### src/core/ajr_pkg.sv
// Shared constants and types for the attribute join applicant
package ajr_pkg;

  // ********************************************************************
  // Sizing
  // ********************************************************************
  localparam int NUM_ATTR_DEF = 4;  // Attributes tracked by default

  // ********************************************************************
  // Applicant states, one-hot
  // ********************************************************************
  typedef enum logic [3:0] {
    APP_VO = 4'h1,  // Very anxious observer
    APP_VP = 4'h2,  // Very anxious passive, first join pending
    APP_AA = 4'h4,  // Anxious active, second join pending
    APP_QA = 4'h8   // Quiet active, both joins sent
  } ajr_app_state_t;

  localparam ajr_app_state_t APP_RESET = APP_VO;

  // ********************************************************************
  // Message flavour on msg_join_in_o
  // ********************************************************************
  localparam logic MSG_JOIN_EMPTY = 1'b0;
  localparam logic MSG_JOIN_IN = 1'b1;

endpackage : ajr_pkg

### src/core/ajr_pick_if.sv
// Pending-transmission request and grant between applicant and picker
`timescale 1ns/1ps
`default_nettype none
interface ajr_pick_if #(
  parameter int N = 4,
  parameter int AW = 2
);
  logic [N-1:0] pend;
  logic gnt_valid;
  logic [AW-1:0] gnt_idx;

  modport req (output pend, input gnt_valid, input gnt_idx);
  modport arb (input pend, output gnt_valid, output gnt_idx);
endinterface : ajr_pick_if
`default_nettype wire

### src/core/ajr_applicant.sv
// End-station applicant: sends two joins per attribute on request
//
// Functional notes
// A join request in VO moves the attribute to VP to await an opportunity.
// An opportunity in VP sends one JoinEmpty and moves to AA.
// The next opportunity in AA sends a second JoinEmpty and moves to QA.
// A peer registrar in MT moves to IN on a JoinEmpty; its applicant stays VO.
// A peer registrar already IN ignores a further JoinEmpty.
// An unseen JoinEmpty changes nothing at the peer and nothing is acknowledged.
// A peer that missed the first JoinEmpty registers on the second.
// This end station keeps applicant state only and has no registrar.
// Losing the second JoinEmpty still ends with QA here and IN at the peer.
// JoinEmpty goes out when no other joiner is seen, JoinIn otherwise.
// The peer registrar never transmits and only records registration.
// At most one message per opportunity, with the state change in that cycle.
`timescale 1ns/1ps
`default_nettype none
module ajr_applicant #(
  parameter int NUM_ATTR = ajr_pkg::NUM_ATTR_DEF,
  parameter int AW = (NUM_ATTR > 1) ? $clog2(NUM_ATTR) : 1
) (
  input wire logic clk_i,
  input wire logic arst_n_i,
  input wire logic req_join_i,
  input wire logic [AW-1:0] req_attr_i,
  input wire logic tx_opp_i,
  input wire logic [NUM_ATTR-1:0] other_join_seen_i,
  output logic msg_valid_o,
  output logic msg_join_in_o,
  output logic [AW-1:0] msg_attr_o,
  output logic [NUM_ATTR-1:0][3:0] attr_state_o
);

  // ********************************************************************
  // State
  // ********************************************************************
  typedef struct packed {
    ajr_pkg::ajr_app_state_t [NUM_ATTR-1:0] st;
    logic msg_valid;
    logic msg_join_in;
    logic [AW-1:0] msg_attr;
  } ajr_regs_t;

  ajr_regs_t s;
  ajr_regs_t next_s;

  ajr_pick_if #(.N(NUM_ATTR), .AW(AW)) pk ();

  ajr_pick #(.N(NUM_ATTR), .AW(AW)) u_pick (
    .pk(pk.arb)
  );

  // ********************************************************************
  // Pending transmissions
  // ********************************************************************
  // Only attributes still owing a join compete for the opportunity
  always_comb begin
    for (int i = 0; i < NUM_ATTR; i++) begin
      pk.pend[i] = (s.st[i] == ajr_pkg::APP_VP) || (s.st[i] == ajr_pkg::APP_AA);
    end
  end

  // ********************************************************************
  // Next state
  // ********************************************************************
  // Request and grant never hit the same attribute: one needs VO, the other VP/AA
  always_comb begin
    next_s = s;
    next_s.msg_valid = 1'b0;
    if (req_join_i && s.st[req_attr_i] == ajr_pkg::APP_VO) begin
      next_s.st[req_attr_i] = ajr_pkg::APP_VP;
    end
    // One grant per opportunity, so one message at most
    if (tx_opp_i && pk.gnt_valid) begin
      next_s.msg_valid = 1'b1;
      next_s.msg_attr = pk.gnt_idx;
      // Flavour follows what was seen locally; no registrar kept here
      next_s.msg_join_in = other_join_seen_i[pk.gnt_idx] ? ajr_pkg::MSG_JOIN_IN
                                                         : ajr_pkg::MSG_JOIN_EMPTY;
      case (s.st[pk.gnt_idx])
        ajr_pkg::APP_VP: begin
          next_s.st[pk.gnt_idx] = ajr_pkg::APP_AA;
        end
        ajr_pkg::APP_AA: begin
          next_s.st[pk.gnt_idx] = ajr_pkg::APP_QA;
        end
        default: begin
          next_s.st[pk.gnt_idx] = s.st[pk.gnt_idx];
        end
      endcase
    end
  end

  // ********************************************************************
  // Registers
  // ********************************************************************
  // Message and state update on the same edge
  always_ff @(posedge clk_i or negedge arst_n_i) begin
    if (!arst_n_i) begin
      s <= '0;
      for (int i = 0; i < NUM_ATTR; i++) begin
        s.st[i] <= ajr_pkg::APP_RESET;
      end
    end else begin
      s <= next_s;
    end
  end

  // ********************************************************************
  // Outputs
  // ********************************************************************
  assign msg_valid_o = s.msg_valid;
  assign msg_join_in_o = s.msg_join_in;
  assign msg_attr_o = s.msg_attr;
  assign attr_state_o = s.st;

  // ********************************************************************
  // Checks
  // ********************************************************************
  logic [NUM_ATTR-1:0] vo_mask;
  logic [NUM_ATTR-1:0] req_mask;
  logic seen_of_gnt;
  logic [NUM_ATTR-1:0] vp_mask;
  logic [NUM_ATTR-1:0] aa_mask;
  logic [NUM_ATTR-1:0] qa_mask;
  logic [NUM_ATTR-1:0] gnt_mask;

  // One bit per attribute that sits in the given state
  function automatic logic [NUM_ATTR-1:0] state_mask(
    input ajr_pkg::ajr_app_state_t [NUM_ATTR-1:0] st,
    input ajr_pkg::ajr_app_state_t code
  );
    logic [NUM_ATTR-1:0] m;
    m = '0;
    for (int i = 0; i < NUM_ATTR; i++) begin
      m[i] = (st[i] == code);
    end
    return m;
  endfunction : state_mask

  // Helper views read only by the checks below
  always_comb begin
    for (int i = 0; i < NUM_ATTR; i++) begin
      vo_mask[i] = (s.st[i] == ajr_pkg::APP_VO);
      req_mask[i] = req_join_i && (req_attr_i == AW'(i));
      gnt_mask[i] = tx_opp_i && pk.gnt_valid && (pk.gnt_idx == AW'(i));
    end
    seen_of_gnt = other_join_seen_i[pk.gnt_idx];
    vp_mask = state_mask(s.st, ajr_pkg::APP_VP);
    aa_mask = state_mask(s.st, ajr_pkg::APP_AA);
    qa_mask = state_mask(s.st, ajr_pkg::APP_QA);
  end
endmodule : ajr_applicant
`default_nettype wire

### src/core/ajr_pick.sv
// Fixed-priority picker: lowest pending attribute wins the opportunity
`timescale 1ns/1ps
`default_nettype none
module ajr_pick #(
  parameter int N = 4,
  parameter int AW = 2
) (
  ajr_pick_if.arb pk
);

  // Lowest index first; a starved high index only waits a few opportunities
  always_comb begin
    pk.gnt_valid = 1'b0;
    pk.gnt_idx = '0;
    for (int i = N - 1; i >= 0; i--) begin
      if (pk.pend[i]) begin
        pk.gnt_valid = 1'b1;
        pk.gnt_idx = AW'(i);
      end
    end
  end

endmodule : ajr_pick
`default_nettype wire

### config.mk
export PLATFORM = sky130hd
export DESIGN_NAME = ajr_applicant
export DESIGN_NICKNAME = d
export VERILOG_FILES = /design/src/core/ajr_pkg.sv /design/src/core/ajr_pick_if.sv /design/src/core/ajr_applicant.sv /design/src/core/ajr_pick.sv
export SDC_FILE = /design/constraint.sdc
export NUM_CORES = 1
export LEC_CHECK = 0
export BUFFER_PORTS_ARGS = -buffer_cell sky130_fd_sc_hd__buf_2
export CAP_MARGIN = 20
export CORE_ASPECT_RATIO = 1.1
export CORE_MARGIN = 3
export CORE_UTILIZATION = 50
export DETAILED_ROUTE_END_ITERATION = 7
export PLACE_DENSITY_LB_ADDON = 0.05
export SYNTH_ARGS = -nofsm -noshare
export SYNTH_HDL_FRONTEND = slang
export SYNTH_HIERARCHICAL = 1
export SYNTH_SLANG_ARGS = --single-unit
export TNS_END_PERCENT = 100
### constraint.sdc
create_clock -name clk_i -period 2.9 [get_ports clk_i]
set_clock_uncertainty 0.15 [all_clocks]
set_input_delay 0.29 -clock clk_i [delete_from_list [all_inputs] [get_ports clk_i]]
set_output_delay 0.29 -clock clk_i [all_outputs]
set_load 0.01 [all_outputs]
==> run_results.csv <==
group,metric,value,unit
synth,netlist_area,1160,sq um
die,rows,17,
status,status,"complete, no violations",
timing,report.final.slew_viol_count,0,
worst_hold_path,hp-class,"in2reg",
route,first_pass_iters,4,
clock_network,clock_path_buffers,2,
power,leakagePower,0.687,nW
clock_network,cts_tree,"yes",
grt,grt_usage,21.8,%
finish,final_cells,172,
setup_path,criticalPathCategory,"reg2reg",
placed_design,hpwlAfterDp,2170,um
route,num_vias,1040,
grt,grt_max_degree,21,
timing,min_period_over_period,97.1,%
clock_network,clk_latency,0.31,ns
finish,fin_area,1470,sq um
synth,synth-simple-area-share,19.8,%
clock_network,h-tree-depth,1,
timing,timing.final.ws_setup,0.0836,ns
die,die_y,56.6,um
route,wl,3020,um
setup_path,crit_required,2.96,ns
clock_network,cts_buffers,3,
die,ios,30,
power,power_density,854,nW/um^2
route,drt_iter0_markers,26,
clock_network,root_buffer,"clkbuf_4",
die,core,2110,sq um
synth,synth-compound-area-share,11.6,%
synth,synth_xor_area_share,3.01,%
timing,worstMarginPinSlew,0.545,ns
placed_design,dpl.cell_count,165,
setup_path,startpoint_type,"register",
die,dieArea,2940,sq um
die,die_w,52.0,um
die,start_util,55.2,%
finish,finalNetCount,155,
grt,first_global_vias,968,
synth,avgSynthCellArea,11.2,sq um
synth,synth_ff_type,"dfrtp_1",
grt,grt_overflow,0,
timing,layout_min_cycle_time,2.82,ns
timing,hold_violations,0,
synth,synthAdderAreaFrac,0,%
timing,slew_headroom,63.4,%
synth,ys_types,36,
timing,rsz0062_at_grt,"true",
placed_design,dpl_cell_area,1380,sq um
timing,fmax,355,MHz
power,ir_drop,0.000513,V
finish,drive_gt1_share,43.8,%
setup_path,critPathMaxFanout,7,
grt,grt_pass1_wl,4840,um
route,via_per_inst,6.05,
synth,synth_edf_count,0,
synth,ys.warnings.count,6,
synth,seq_area_frac_synth,43.5,%
timing,final-setup-viol-count,0,
route,antenna_left,0,
power,p_total,1.26,mW
setup_path,arrival,2.88,ns
synth,synthMuxAreaShare,18.1,%
synth,ys_ff_latch,20,
placed_design,pre_cts_ws,0.0627,ns
synth,synth_nets,114,
grt,antenna_found_initial,0,
clock_network,path_clk_slew,0.12,ns
finish,diodes,0,
setup_path,cp-end-kind,"register",
run,maxCapViolations,0,
clock_network,cts.sinks,20,
synth,synthArstFlopShare,100,%
route,wl_per_cell,17.6,um
placed_design,io_buffers,29,
route,drt_drc_violations_left,0,
placed_design,place_congestion,0.855,
synth,synth_top_family_by_area,"simple AND/OR/NAND/NOR gates",
synth,synthCells,104,
finish,area_growth,26.6,%
## cells in the mapped netlist, drive strengths merged (3+ instances only)
cell type	instances	area, sq um
nor2	8	30.0
mux2	5	56.3
nor3	7	35.0
inv	6	22.5
xnor2	4	35.0
nor2b	4	25.0
nand2	3	11.3
a31oi	4	25.0
dfrtp	16	400
a21oi	6	33.8
dfstp	4	105
mux4	5	124
mux2i	3	30.0
## state kept, by name, summed over array words and instances, names as in the netlist
| name | cells |
|---|---|
| msg_attr_o | 2 |
| msg_join_in_o | 1 |
| attr_state_o | 16 |
| msg_valid_o | 1 |
## stage by stage
stage | TNS, ns | utilization (%) | hold slack, ns
2_1_floorplan | 0 | - | -0.156
3_3_place_gp | 0 | 65.5 | 0.104
3_5_place_dp | 0 | 65.5 | 0.114
4_1_cts | 0 | 68.4 | 0.190
5_1_grt | -0.101 | 69.9 | 0.203
6_report | 0 | 69.9 | 0.182
## path summary, 6_finish.rpt
check                                           from                    endpoint  slack [ns]  cells after the start
max                        attr_state_o[5]$_DFF_PN0_  attr_state_o[10]$_DFF_PN0_        0.08                      8
min                                         tx_opp_i       msg_valid_o$_DFF_PN0_        0.18                      3
max reg2reg                attr_state_o[5]$_DFF_PN0_  attr_state_o[10]$_DFF_PN0_        0.08                      8
min reg2reg                attr_state_o[4]$_DFF_PN1_   attr_state_o[4]$_DFF_PN1_        0.34                      2
max in group asynchronous                   arst_n_i   attr_state_o[0]$_DFF_PN1_        1.96                      2
min in group asynchronous                   arst_n_i   msg_attr_o[1]$_DFFE_PN0P_        0.29                      2
## per-layer routing
metal	GRT usage, %	part of all wire [%]	vias to the layer above
met1	31.0	42	503
met3	3.71	9.2	7
met2	34.5	47	52
li1	-	-	478
met4	4.49	1.6	0
met5	0	0	-
## report_power, final
group / total, mW / internal, mW / switching (mW)
clock: 0.235 / 0.140 / 0.0950
sequential: 0.427 / 0.351 / 0.0757
combinational: 0.596 / 0.281 / 0.314
total: 1.26 / 0.772 / 0.485
## placed cells by master (no fill, tap or decap), drive strengths merged, types with 3 or more instances in the layout
cell / instances
mux2: 5
nor3: 7
clkbuf: 3
a31oi: 4
buf: 39
nor2: 8
nand2: 3
dfstp: 4
dfrtp: 16
nor2b: 4
a21oi: 6
xnor2: 4
mux4: 5
inv: 6
mux2i: 3
## critical path, stage by stage (launching register included)
cell	delay, ns
dfrtp_1	0.46
xnor2_1	0.17
nor3_2	0.30
inv_1	0.09
a21oi_2	0.18
buf_4	0.17
mux4_2	0.59
nor3_1	0.24
mux2_2	0.36
## final cells by class
| cell class | count | area [sq um] |
|---|---|---|
| Clock inverter | 1 | 30.0 |
| Tap cell | 28 | 35.0 |
| Inverter | 6 | 22.5 |
| Clock buffer | 3 | 22.5 |
| Sequential cell | 20 | 505 |
| Fill cell | 171 | 634 |
| Multi-Input combinational cell | 74 | 626 |
| Timing Repair Buffer | 40 | 230 |
## kinds of logic after synthesis
kind of cell           count (synthesis)
AND/OR/NAND/NOR                       38
flip-flops                            20
AO/OA/AOI/OAI                         19
multiplexers                          13
buffers and inverters                 10
XOR/XNOR                               4
## what timing repair did
action | in CTS | in global routing
endpoints found under the hold margin | 16 | 0
buffers inserted | 0 | 2
hold buffers | 1 | 0
resized for setup | 0 | 3
setup endpoints to repair | 0 | 12
Note: power is estimated with default switching activity, not from simulation.
